===== src/verilog/lfcr_pkg.sv =====
// What this block does
// - High and low bytes join into 16-bit coefficient
// - Each coefficient is signed two's complement
// - Effects D4 resets to 0x7d high, 0x83 low
// - Effects D5 resets to 0x84 high, 0xee low
// - De-emphasis N0 resets to 0x39 high, 0x55 low
// - De-emphasis N1 resets to 0xf3 high, 0x2d low
// - De-emphasis D1 high byte resets to 0x53
// - De-emphasis D1 low byte resets to 0x7e
`default_nettype none
package lfcr_pkg;
   localparam int LFCR_NUM    = 5;
   localparam int LFCR_ADDR_W = 10;
   localparam int LFCR_DATA_W = 32;

   // Register indices; byte address is four times the index
   localparam logic [7:0] LFCR_IDX_D4_HIGH = 8'h11;
   localparam logic [7:0] LFCR_IDX_D4_LOW  = 8'h12;
   localparam logic [7:0] LFCR_IDX_D5_HIGH = 8'h13;
   localparam logic [7:0] LFCR_IDX_D5_LOW  = 8'h14;
   localparam logic [7:0] LFCR_IDX_N0_HIGH = 8'h15;
   localparam logic [7:0] LFCR_IDX_N0_LOW  = 8'h16;
   localparam logic [7:0] LFCR_IDX_N1_HIGH = 8'h17;
   localparam logic [7:0] LFCR_IDX_N1_LOW  = 8'h18;
   localparam logic [7:0] LFCR_IDX_D1_HIGH = 8'h19;
   localparam logic [7:0] LFCR_IDX_D1_LOW  = 8'h1a;
   localparam logic [7:0] LFCR_IDX_CTRL    = 8'h20;
   localparam logic [7:0] LFCR_IDX_STATUS  = 8'h21;

   localparam logic [7:0] LFCR_RST_D4_HIGH = 8'h7d;
   localparam logic [7:0] LFCR_RST_D4_LOW  = 8'h83;
   localparam logic [7:0] LFCR_RST_D5_HIGH = 8'h84;
   localparam logic [7:0] LFCR_RST_D5_LOW  = 8'hee;
   localparam logic [7:0] LFCR_RST_N0_HIGH = 8'h39;
   localparam logic [7:0] LFCR_RST_N0_LOW  = 8'h55;
   localparam logic [7:0] LFCR_RST_N1_HIGH = 8'hf3;
   localparam logic [7:0] LFCR_RST_N1_LOW  = 8'h2d;
   localparam logic [7:0] LFCR_RST_D1_HIGH = 8'h53;
   localparam logic [7:0] LFCR_RST_D1_LOW  = 8'h7e;
   localparam logic       LFCR_RST_HOLD    = 1'b0;

   localparam int LFCR_CTRL_HOLD_BIT   = 0;
   localparam int LFCR_STAT_PEND_BIT   = 0;
   localparam int LFCR_STAT_HOLD_BIT   = 1;

   // Entry order: 0 D4, 1 D5, 2 N0, 3 N1, 4 D1
   localparam logic [7:0] LFCR_HIGH_IDX [LFCR_NUM] = '{LFCR_IDX_D4_HIGH, LFCR_IDX_D5_HIGH,
      LFCR_IDX_N0_HIGH, LFCR_IDX_N1_HIGH, LFCR_IDX_D1_HIGH};
   localparam logic [7:0] LFCR_LOW_IDX  [LFCR_NUM] = '{LFCR_IDX_D4_LOW, LFCR_IDX_D5_LOW,
      LFCR_IDX_N0_LOW, LFCR_IDX_N1_LOW, LFCR_IDX_D1_LOW};
   localparam logic [7:0] LFCR_HIGH_RST [LFCR_NUM] = '{LFCR_RST_D4_HIGH, LFCR_RST_D5_HIGH,
      LFCR_RST_N0_HIGH, LFCR_RST_N1_HIGH, LFCR_RST_D1_HIGH};
   localparam logic [7:0] LFCR_LOW_RST  [LFCR_NUM] = '{LFCR_RST_D4_LOW, LFCR_RST_D5_LOW,
      LFCR_RST_N0_LOW, LFCR_RST_N1_LOW, LFCR_RST_D1_LOW};

   typedef logic signed [15:0] lfcr_coeff_t;

   typedef struct packed {
      lfcr_coeff_t d4;
      lfcr_coeff_t d5;
      lfcr_coeff_t n0;
      lfcr_coeff_t n1;
      lfcr_coeff_t d1;
   } lfcr_coeffs_t;
endpackage : lfcr_pkg
`default_nettype wire


===== src/verilog/lfcr_coeff_pair.sv =====
`timescale 1ns/1ps
`default_nettype none
module lfcr_coeff_pair
   import lfcr_pkg::*;
#(
   parameter logic [7:0] HIGH_RESET = 8'h00,
   parameter logic [7:0] LOW_RESET  = 8'h00
) (
   input  wire logic       clk,
   input  wire logic       arst_n,
   input  wire logic       wr_high,
   input  wire logic       wr_low,
   input  wire logic [7:0] wdata,
   input  wire logic       hold,
   output logic [7:0]      high,
   output logic [7:0]      low,
   output lfcr_coeff_t     active
);
   always_ff @(posedge clk or negedge arst_n) begin
      if (!arst_n) begin
         high <= HIGH_RESET;
      end else if (wr_high) begin
         high <= wdata;
      end
   end

   always_ff @(posedge clk or negedge arst_n) begin
      if (!arst_n) begin
         low <= LOW_RESET;
      end else if (wr_low) begin
         low <= wdata;
      end
   end

   // Copy lags one cycle so a half-written pair never reaches the filter while held
   always_ff @(posedge clk or negedge arst_n) begin
      if (!arst_n) begin
         active <= {HIGH_RESET, LOW_RESET};
      end else if (!hold) begin
         active <= $signed({high, low});
      end
   end
endmodule : lfcr_coeff_pair
`default_nettype wire


===== src/verilog/lfcr_top.sv =====
// Implementation choice: the APB register port.
`timescale 1ns/1ps
`default_nettype none
module lfcr_top
   import lfcr_pkg::*;
(
   input  wire logic                   CLK,
   input  wire logic                   ARST_N,
   input  wire logic                   PSEL,
   input  wire logic                   PENABLE,
   input  wire logic                   PWRITE,
   input  wire logic [LFCR_ADDR_W-1:0] PADDR,
   input  wire logic [LFCR_DATA_W-1:0] PWDATA,
   input  wire logic [3:0]             PSTRB,
   output logic [LFCR_DATA_W-1:0]      PRDATA,
   output logic                        PREADY,
   output logic                        PSLVERR,
   output lfcr_coeffs_t                COEFFS
);
   logic [7:0]  word_idx;
   logic        aligned;
   logic        setup;
   logic        access;
   logic        wr_en;
   logic        hold_q;
   logic        pend_q;
   logic [7:0]  hi_q [LFCR_NUM];
   logic [7:0]  lo_q [LFCR_NUM];
   lfcr_coeff_t act  [LFCR_NUM];
   logic [LFCR_NUM-1:0] wr_hi;
   logic [LFCR_NUM-1:0] wr_lo;
   logic        coeff_wr;
   logic        ctrl_wr;
   logic [7:0]  next_rdata;
   logic        next_err;
   logic [LFCR_NUM-1:0] touched;
   logic [15:0] pair_d4;
   logic [15:0] pair_d5;
   logic [15:0] pair_n0;
   logic [15:0] pair_n1;
   logic [15:0] pair_d1;

   assign word_idx = PADDR[9:2];
   assign aligned  = (PADDR[1:0] == 2'h0);
   assign setup    = PSEL && !PENABLE;
   assign access   = PSEL && PENABLE;
   // Zero wait states: every access completes in its first access cycle
   assign PREADY   = 1'b1;
   // Byte lane 0 carries the whole 8-bit register; other lanes are ignored
   assign wr_en    = access && PWRITE && aligned && PSTRB[0];

   genvar g;
   generate
      for (g = 0; g < LFCR_NUM; g++) begin : g_pair
         assign wr_hi[g] = wr_en && (word_idx == LFCR_HIGH_IDX[g]);
         assign wr_lo[g] = wr_en && (word_idx == LFCR_LOW_IDX[g]);

         lfcr_coeff_pair #(
            .HIGH_RESET (LFCR_HIGH_RST[g]),
            .LOW_RESET  (LFCR_LOW_RST[g])
         ) u_pair (
            .clk     (CLK),
            .arst_n  (ARST_N),
            .wr_high (wr_hi[g]),
            .wr_low  (wr_lo[g]),
            .wdata   (PWDATA[7:0]),
            .hold    (hold_q),
            .high    (hi_q[g]),
            .low     (lo_q[g]),
            .active  (act[g])
         );

         // Helper for checks only: this pair has been written since reset
         always_ff @(posedge CLK or negedge ARST_N) begin
            if (!ARST_N) begin
               touched[g] <= 1'b0;
            end else if (wr_hi[g] || wr_lo[g]) begin
               touched[g] <= 1'b1;
            end
         end
      end
   endgenerate

   assign coeff_wr = |{wr_hi, wr_lo};
   assign ctrl_wr  = wr_en && (word_idx == LFCR_IDX_CTRL);

   assign COEFFS.d4 = act[0];
   assign COEFFS.d5 = act[1];
   assign COEFFS.n0 = act[2];
   assign COEFFS.n1 = act[3];
   assign COEFFS.d1 = act[4];

   assign pair_d4 = {hi_q[0], lo_q[0]};
   assign pair_d5 = {hi_q[1], lo_q[1]};
   assign pair_n0 = {hi_q[2], lo_q[2]};
   assign pair_n1 = {hi_q[3], lo_q[3]};
   assign pair_d1 = {hi_q[4], lo_q[4]};

   // Hold freezes the filter copy so software can update both bytes atomically
   always_ff @(posedge CLK or negedge ARST_N) begin
      if (!ARST_N) begin
         hold_q <= LFCR_RST_HOLD;
      end else if (ctrl_wr) begin
         hold_q <= PWDATA[LFCR_CTRL_HOLD_BIT];
      end
   end

   // Pending: a coefficient changed while held; releasing hold clears it, set wins
   always_ff @(posedge CLK or negedge ARST_N) begin
      if (!ARST_N) begin
         pend_q <= 1'b0;
      end else if (coeff_wr && hold_q) begin
         pend_q <= 1'b1;
      end else if (ctrl_wr && !PWDATA[LFCR_CTRL_HOLD_BIT]) begin
         pend_q <= 1'b0;
      end
   end

   always_comb begin
      next_rdata = 8'h00;
      next_err   = 1'b1;
      if (!aligned) begin
         next_err = 1'b1;
      end else if (word_idx == LFCR_IDX_CTRL) begin
         next_rdata[LFCR_CTRL_HOLD_BIT] = hold_q;
         next_err = 1'b0;
      end else if (word_idx == LFCR_IDX_STATUS) begin
         next_rdata[LFCR_STAT_PEND_BIT] = pend_q;
         next_rdata[LFCR_STAT_HOLD_BIT] = hold_q;
         next_err = 1'b0;
      end else begin
         for (int i = 0; i < LFCR_NUM; i++) begin
            if (word_idx == LFCR_HIGH_IDX[i]) begin
               next_rdata = hi_q[i];
               next_err   = 1'b0;
            end else if (word_idx == LFCR_LOW_IDX[i]) begin
               next_rdata = lo_q[i];
               next_err   = 1'b0;
            end
         end
      end
   end

   // Read data and error are captured in the setup cycle and stand through access
   always_ff @(posedge CLK or negedge ARST_N) begin
      if (!ARST_N) begin
         PRDATA <= 32'h0000_0000;
      end else if (setup) begin
         PRDATA <= PWRITE ? 32'h0000_0000 : {24'h00_0000, next_rdata};
      end
   end

   // Status is read-only, so writes to it are refused like unmapped ones
   always_ff @(posedge CLK or negedge ARST_N) begin
      if (!ARST_N) begin
         PSLVERR <= 1'b0;
      end else if (setup) begin
         PSLVERR <= next_err || (PWRITE && (word_idx == LFCR_IDX_STATUS));
      end
   end

   a_d4_reset : assert property (@(posedge CLK) disable iff (!ARST_N)
      !touched[0] |-> (hi_q[0] == 8'h7d) && (lo_q[0] == 8'h83))
      else $error("D4 pair lost its reset value");

   a_d5_reset : assert property (@(posedge CLK) disable iff (!ARST_N)
      !touched[1] |-> (pair_d5 == 16'h84ee))
      else $error("D5 pair lost its reset value");

   a_n0_reset : assert property (@(posedge CLK) disable iff (!ARST_N)
      !touched[2] |-> (pair_n0 == 16'h3955) && (COEFFS.n0 == 16'sh3955))
      else $error("N0 pair lost its reset value");

   a_n1_reset : assert property (@(posedge CLK) disable iff (!ARST_N)
      !touched[3] |-> (hi_q[3] == 8'hf3) && (lo_q[3] == 8'h2d))
      else $error("N1 pair lost its reset value");

   a_d1_high_reset : assert property (@(posedge CLK) disable iff (!ARST_N)
      !touched[4] |-> (hi_q[4] == 8'h53))
      else $error("D1 high byte lost its reset value");

   a_d1_low_reset : assert property (@(posedge CLK) disable iff (!ARST_N)
      !touched[4] |-> (lo_q[4] == 8'h7e) && (COEFFS.d1 == 16'sh537e))
      else $error("D1 low byte lost its reset value");

   a_pair_join : assert property (@(posedge CLK) disable iff (!ARST_N)
      $past(!hold_q) |-> (COEFFS.d4 == $past(pair_d4)) && (COEFFS.d1 == $past(pair_d1)))
      else $error("Filter coefficient does not match its byte pair");

   a_sign_kept : assert property (@(posedge CLK) disable iff (!ARST_N)
      $past(!hold_q) |-> ((COEFFS.d5 < 16'sh0000) == $past(hi_q[1][7])))
      else $error("Coefficient sign does not follow high byte bit 7");

   a_write_lands : assert property (@(posedge CLK) disable iff (!ARST_N)
      wr_hi[3] |=> (hi_q[3] == $past(PWDATA[7:0])))
      else $error("Write to N1 high byte not stored");

   a_read_back : assert property (@(posedge CLK) disable iff (!ARST_N)
      setup && !PWRITE && aligned && (word_idx == LFCR_IDX_N0_LOW)
      |=> (PRDATA == {24'h00_0000, $past(lo_q[2])}) && !PSLVERR)
      else $error("Read of N0 low byte returned wrong data");

   a_hold_freeze : assert property (@(posedge CLK) disable iff (!ARST_N)
      hold_q ##1 hold_q |-> $stable(COEFFS))
      else $error("Coefficients moved while held");

   a_unmapped_err : assert property (@(posedge CLK) disable iff (!ARST_N)
      setup && (word_idx == 8'h00) |=> PSLVERR && (PRDATA == 32'h0000_0000))
      else $error("Unmapped access not refused");

   a_ready_high : assert property (@(posedge CLK) disable iff (!ARST_N)
      PREADY)
      else $error("Ready dropped although no wait states exist");

   a_rdata_upper : assert property (@(posedge CLK) disable iff (!ARST_N)
      PRDATA[31:8] == 24'h00_0000)
      else $error("Read data upper lanes not zero");

   a_misalign_err : assert property (@(posedge CLK) disable iff (!ARST_N)
      setup && !aligned |=> PSLVERR && (PRDATA == 32'h0000_0000))
      else $error("Misaligned access not refused");

   a_status_wr_err : assert property (@(posedge CLK) disable iff (!ARST_N)
      setup && PWRITE && (word_idx == LFCR_IDX_STATUS) |=> PSLVERR)
      else $error("Write to status not refused");

   a_write_rdata : assert property (@(posedge CLK) disable iff (!ARST_N)
      setup && PWRITE |=> (PRDATA == 32'h0000_0000))
      else $error("Read data not zero on a write");

   a_rdata_stands : assert property (@(posedge CLK) disable iff (!ARST_N)
      !setup |=> $stable(PRDATA) && $stable(PSLVERR))
      else $error("Read data or error moved outside a setup cycle");

   a_hold_write : assert property (@(posedge CLK) disable iff (!ARST_N)
      ctrl_wr |=> (hold_q == $past(PWDATA[LFCR_CTRL_HOLD_BIT])))
      else $error("Hold bit not taken from control write");

   a_ctrl_read : assert property (@(posedge CLK) disable iff (!ARST_N)
      setup && !PWRITE && aligned && (word_idx == LFCR_IDX_CTRL)
      |=> (PRDATA == {31'h0000_0000, $past(hold_q)}) && !PSLVERR)
      else $error("Control read returned wrong data");

   a_status_read : assert property (@(posedge CLK) disable iff (!ARST_N)
      setup && !PWRITE && aligned && (word_idx == LFCR_IDX_STATUS)
      |=> (PRDATA == {30'h0000_0000, $past(hold_q), $past(pend_q)}) && !PSLVERR)
      else $error("Status read returned wrong data");

   a_pend_set : assert property (@(posedge CLK) disable iff (!ARST_N)
      coeff_wr && hold_q |=> pend_q)
      else $error("Pending not set by a held coefficient write");

   a_pend_clear : assert property (@(posedge CLK) disable iff (!ARST_N)
      ctrl_wr && !PWDATA[LFCR_CTRL_HOLD_BIT] |=> !pend_q)
      else $error("Pending not cleared on hold release");

   a_ctrl_quiet : assert property (@(posedge CLK) disable iff (!ARST_N)
      !coeff_wr && !ctrl_wr |=> $stable(pend_q) && $stable(hold_q))
      else $error("Control state moved without a write");

   // Refused and strobe-less writes must leave every byte alone
   a_strobe_ignored : assert property (@(posedge CLK) disable iff (!ARST_N)
      access && PWRITE && !PSTRB[0]
      |=> $stable({pair_d4, pair_d5, pair_n0, pair_n1, pair_d1}))
      else $error("Write without lane 0 strobe changed a register");

   a_misalign_keep : assert property (@(posedge CLK) disable iff (!ARST_N)
      access && PWRITE && !aligned
      |=> $stable({pair_d4, pair_d5, pair_n0, pair_n1, pair_d1}))
      else $error("Misaligned write changed a register");

   a_err_no_write : assert property (@(posedge CLK) disable iff (!ARST_N)
      access && PWRITE && PSLVERR
      |=> $stable({pair_d4, pair_d5, pair_n0, pair_n1, pair_d1}) && $stable(hold_q))
      else $error("Refused write changed state");

   generate
      for (g = 0; g < LFCR_NUM; g++) begin : g_chk
         a_high_read : assert property (@(posedge CLK) disable iff (!ARST_N)
            setup && !PWRITE && aligned && (word_idx == LFCR_HIGH_IDX[g])
            |=> (PRDATA == {24'h00_0000, $past(hi_q[g])}) && !PSLVERR)
            else $error("High byte read returned wrong data");

         a_low_read : assert property (@(posedge CLK) disable iff (!ARST_N)
            setup && !PWRITE && aligned && (word_idx == LFCR_LOW_IDX[g])
            |=> (PRDATA == {24'h00_0000, $past(lo_q[g])}) && !PSLVERR)
            else $error("Low byte read returned wrong data");

         a_high_write : assert property (@(posedge CLK) disable iff (!ARST_N)
            wr_hi[g] |=> (hi_q[g] == $past(PWDATA[7:0])))
            else $error("High byte write not stored");

         a_low_write : assert property (@(posedge CLK) disable iff (!ARST_N)
            wr_lo[g] |=> (lo_q[g] == $past(PWDATA[7:0])))
            else $error("Low byte write not stored");

         a_byte_kept : assert property (@(posedge CLK) disable iff (!ARST_N)
            !wr_hi[g] && !wr_lo[g] |=> $stable(hi_q[g]) && $stable(lo_q[g]))
            else $error("Byte changed without a write");

         a_copy_follow : assert property (@(posedge CLK) disable iff (!ARST_N)
            !hold_q |=> (act[g] == $past({hi_q[g], lo_q[g]})))
            else $error("Filter copy does not follow its byte pair");

         a_copy_held : assert property (@(posedge CLK) disable iff (!ARST_N)
            hold_q |=> $stable(act[g]))
            else $error("Filter copy moved while held");
      end
   endgenerate
endmodule : lfcr_top
`default_nettype wire


===== config.mk =====
export PLATFORM = sky130hd
export DESIGN_NAME = lfcr_top
export DESIGN_NICKNAME = d
export VERILOG_FILES = /design/src/verilog/lfcr_pkg.sv /design/src/verilog/lfcr_coeff_pair.sv /design/src/verilog/lfcr_top.sv
export SDC_FILE = /design/constraint.sdc
export NUM_CORES = 1
export LEC_CHECK = 0
export ABC_AREA = 1
export ABC_CLOCK_PERIOD_IN_PS = 2400
export BUFFER_PORTS_ARGS = -buffer_cell sky130_fd_sc_hd__buf_2
export CAP_MARGIN = 20
export CORE_AREA = 2 2 117 119
export CTS_CLUSTER_SIZE = 14
export DETAILED_ROUTE_END_ITERATION = 10
export DIE_AREA = 0 0 119 121
export PLACE_DENSITY = 0.95
export SETUP_SLACK_MARGIN = 0.02
export SYNTH_ARGS = -nofsm -noshare
export SYNTH_HDL_FRONTEND = slang
export SYNTH_SLANG_ARGS = --single-unit

===== constraint.sdc =====
create_clock -name CLK -period 2.4 [get_ports CLK]
set_input_delay 0.48 -clock CLK [delete_from_list [all_inputs] [get_ports CLK]]
set_output_delay 0.48 -clock CLK [all_outputs]
set_load 0.01 [all_outputs]

==> results.yml <==
worst_setup_path:
  crit_fanout: 16
  r2r-start: "g_pair[0].u_pair.low[0]$_DFFE_PN1P_"
  r2r_setup_slack_ns: 0.86
  crit_arrival_ns: 2.19
  cp-start-kind: "input pin"
  reg2reg_depth: 12
  endpoint_kind: "flop"
  timing.rr.end: "PRDATA[0]$_DFFE_PN0P_"
  crit_slowest_cell: "nand2_2"
  max_stage_delay_ns: 0.26
  crit_chain: "buf_2, inv_2, nand2_1, nor2_4, nand2_2, inv_2, nand2_1, nand2_1, nand3_1, nand2_1, nand2_1, nand2_1, nand2_1, nand2_1, nand2_1, nand2_1, nand2_1"
  crit_type: "input pin to flop"
  crit_required_ns: 2.72
  cpMostUsedCell: "nand2_1"
timing:
  finalSetupTns_ns: 0
  worstMarginPinSlew_ns: 0.669
  report.final.slew_viol_count: 0
  fin_crit_sh_pct: 78.0
  timing.final.ws_setup_ns: 0.529
  rsz0062_at_grt: "no"
  fmax_mhz: 534
  min_period_ns: 1.87
  hold_viol: 0
  max_slew_margin_pct: 55.3
  setup_violations: 0
  final.setup_skew_ns: 0.00948
route:
  drtIter0Drc: 945
  route.detailed.wl_per_inst_um: 18.0
  vias_per_cell: 5.71
  drtAntennaViolNets: 0
  wl_um: 21300
  firstDrtPassIters: 6
  route.detailed.drc: 0
  num_vias: 6766
clocking:
  post_cts_buffers: 0
  cts-root-buf: "clkbuf_16"
  htreeDepth: 4
  clock_latency_ns: 0.43
  clock_sinks: 171
  clockBufferDepth: 2
  cts_tree: "done"
  cts_resized: 0
  clkTransAtPathRegs_ns: 0.07
  cts_hold_buffers: 0
  cts_made_buffers: 17
power_and_ir_drop:
  finalPower_uw: 5890
  power.switching_uw: 1350
  power_frac_clock_pct: 47.2
  swShare_pct: 22.9
  p_leak_uw: 0.00443
  p_int_uw: 4540
  p_per_area_nw_per_um2: 667
  ir_drop_v: 0.000457
  pwr-share-seq_pct: 49.3
  p_comb_share_pct: 3.5
logic_synthesis:
  synthMuxAreaShare_pct: 0
  yosys.area_share.adder_pct: 0
  synth_compound_area_share_pct: 10.5
  yosysWarningCount: 0
  synth_top_family_by_area: "simple AND/OR/NAND/NOR gates"
  yosys.area.top_type: "dfstp_2"
  synth.area.top_cells: "dfstp_2 (31%), dfrtp_1 (27%), nand2_1 (18%)"
  synth-simple-area-share_pct: 23.4
  netlist_area_um2: 7580
  synth_cell_types: 31
  synth-xor-area-share_pct: 0
  synth.top_cell.area_share_pct: 31.2
  ys_seq_elements: 171
  synthCells: 888
  syn-mean-instance-area_um2: 8.54
  yosysSeqAreaShare_pct: 57.9
placement:
  dp_slack_ns: 0.259
  place_hpwl_um: 13200
  io_buffer_count: 112
  gp_congestion: 0.949
flow_run:
  drv_cap: 0
final_layout:
  syn2layout_area_growth_pct: 16.3
  final_util_pct: 67.4
  diodes: 0
  layout.nets: 1047
  layout-drive-gt1-share_pct: 27.5
grt:
  grt_pass1_vias: 6624
  grt_max_degree: 115
  antenna_found_initial: 0
  grt_pass1_wl_um: 34400
  track_usage_pct: 31.1
  grt.overflow.total: 0
floorplan:
  rows: 42
  initial_core_util_pct: 57.9
  fp.dieW_um: 119
  fp.dieH_um: 121
  core_um2: 13100
  ios: 165
  dieArea_um2: 14400
outcome:
  status: "finished, final reports clean"
worst_hold_path:
  min_path_type: "input pin to asynchronous set/reset pin"
[placed cells by master, fill, tap and decap left out, types with 13 or more instances in the layout]
master	netlist	layout
buf_2	6	111
clkbuf_16	0	17
conb_1	2	25
dfrtp_1	81	80
dfstp_2	90	90
inv_1	61	61
nand2_1	356	356
nand2_2	13	13
nand3_1	13	13
nor2_1	34	34
o21ai_0	106	106
o21ai_1	26	26
[worst max-delay path, delay by kind of cell]
kind	cells	cell delay, ns
AND/OR/NAND/NOR	14	1.43
buffers and inverters	3	0.28
[sequential cells by signal, indices dropped and copies added, names as in the netlist]
| name | count |
|---|---|
| g_pair.u_pair.high | 40 |
| PSLVERR | 1 |
| g_pair.u_pair.active | 80 |
| hold_q | 1 |
| pend_q | 1 |
| PRDATA | 8 |
| g_pair.u_pair.low | 40 |
[Yosys cell counts (all sizes together)]
cell type / number
nand2: 370
o21ai: 133
dfstp: 90
dfrtp: 81
inv: 70
nor2: 38
buf: 36
clkbuf: 21
nand3: 14
a21oi: 11
o22ai: 8
nand3b: 4
nand4: 3
nor3: 3
conb: 2
a31oi: 1
nor4: 1
o2111ai: 1
o211ai: 1
[cells by family after synthesis]
kind of cell | count (synthesis)
simple gates | 433
flops | 171
compound gates | 155
buf+inv | 127
other cells | 2
[worst max path at each step]
| stage | to | slack (ns) | from |
|---|---|---|---|
| after global routing | PRDATA[3]$_DFFE_PN0P_ | 0.41 | PADDR[9] |
| after floorplan | PRDATA[7]$_DFFE_PN0P_ | 0.80 | PADDR[7] |
| final | PRDATA[0]$_DFFE_PN0P_ | 0.53 | PADDR[7] |
| after detailed placement | PRDATA[6]$_DFFE_PN0P_ | 0.26 | PADDR[7] |
| after global placement | PRDATA[6]$_DFFE_PN0P_ | 0.27 | PADDR[7] |
| after CTS | PRDATA[0]$_DFFE_PN0P_ | 0.58 | PADDR[9] |
[area by class of cell]
cell class	count	area (um2)
Clock inverter	12	135
Fill cell	952	4270
Timing Repair Buffer	123	687
Clock buffer	20	457
Sequential cell	171	4390
Tap cell	176	220
Multi-Input combinational cell	613	2670
Inverter	70	263
[metrics by stage]
stage / hold slack, ns / cells / instance area, um2
5_1_grt: 0.0603 / 1185 / 8820
3_3_place_gp: 0.457 / 1153 / 8230
3_5_place_dp: 0.456 / 1153 / 8230
2_1_floorplan: 0.184 / 911 / 7670
4_1_cts: 0.0434 / 1185 / 8820
6_report: 0.0311 / 1185 / 8820
[power groups by stage]
stage	Sequential (uW)	Clock, uW	Combinational, uW
after floorplan	2950	0	102
after global placement	2950	0	194
after detailed placement	2950	0	198
after CTS	2900	2780	203
after global routing	2900	2890	226
final	2900	2780	206
[routing by layer]
layer | part of all wire [%] | global-route usage (%)
met4 | 6.8 | 21.6
met3 | 11 | 7.99
met5 | 0 | 0
met1 | 38 | 39.8
met2 | 45 | 46.6
Power figures use the tool's default switching activity.
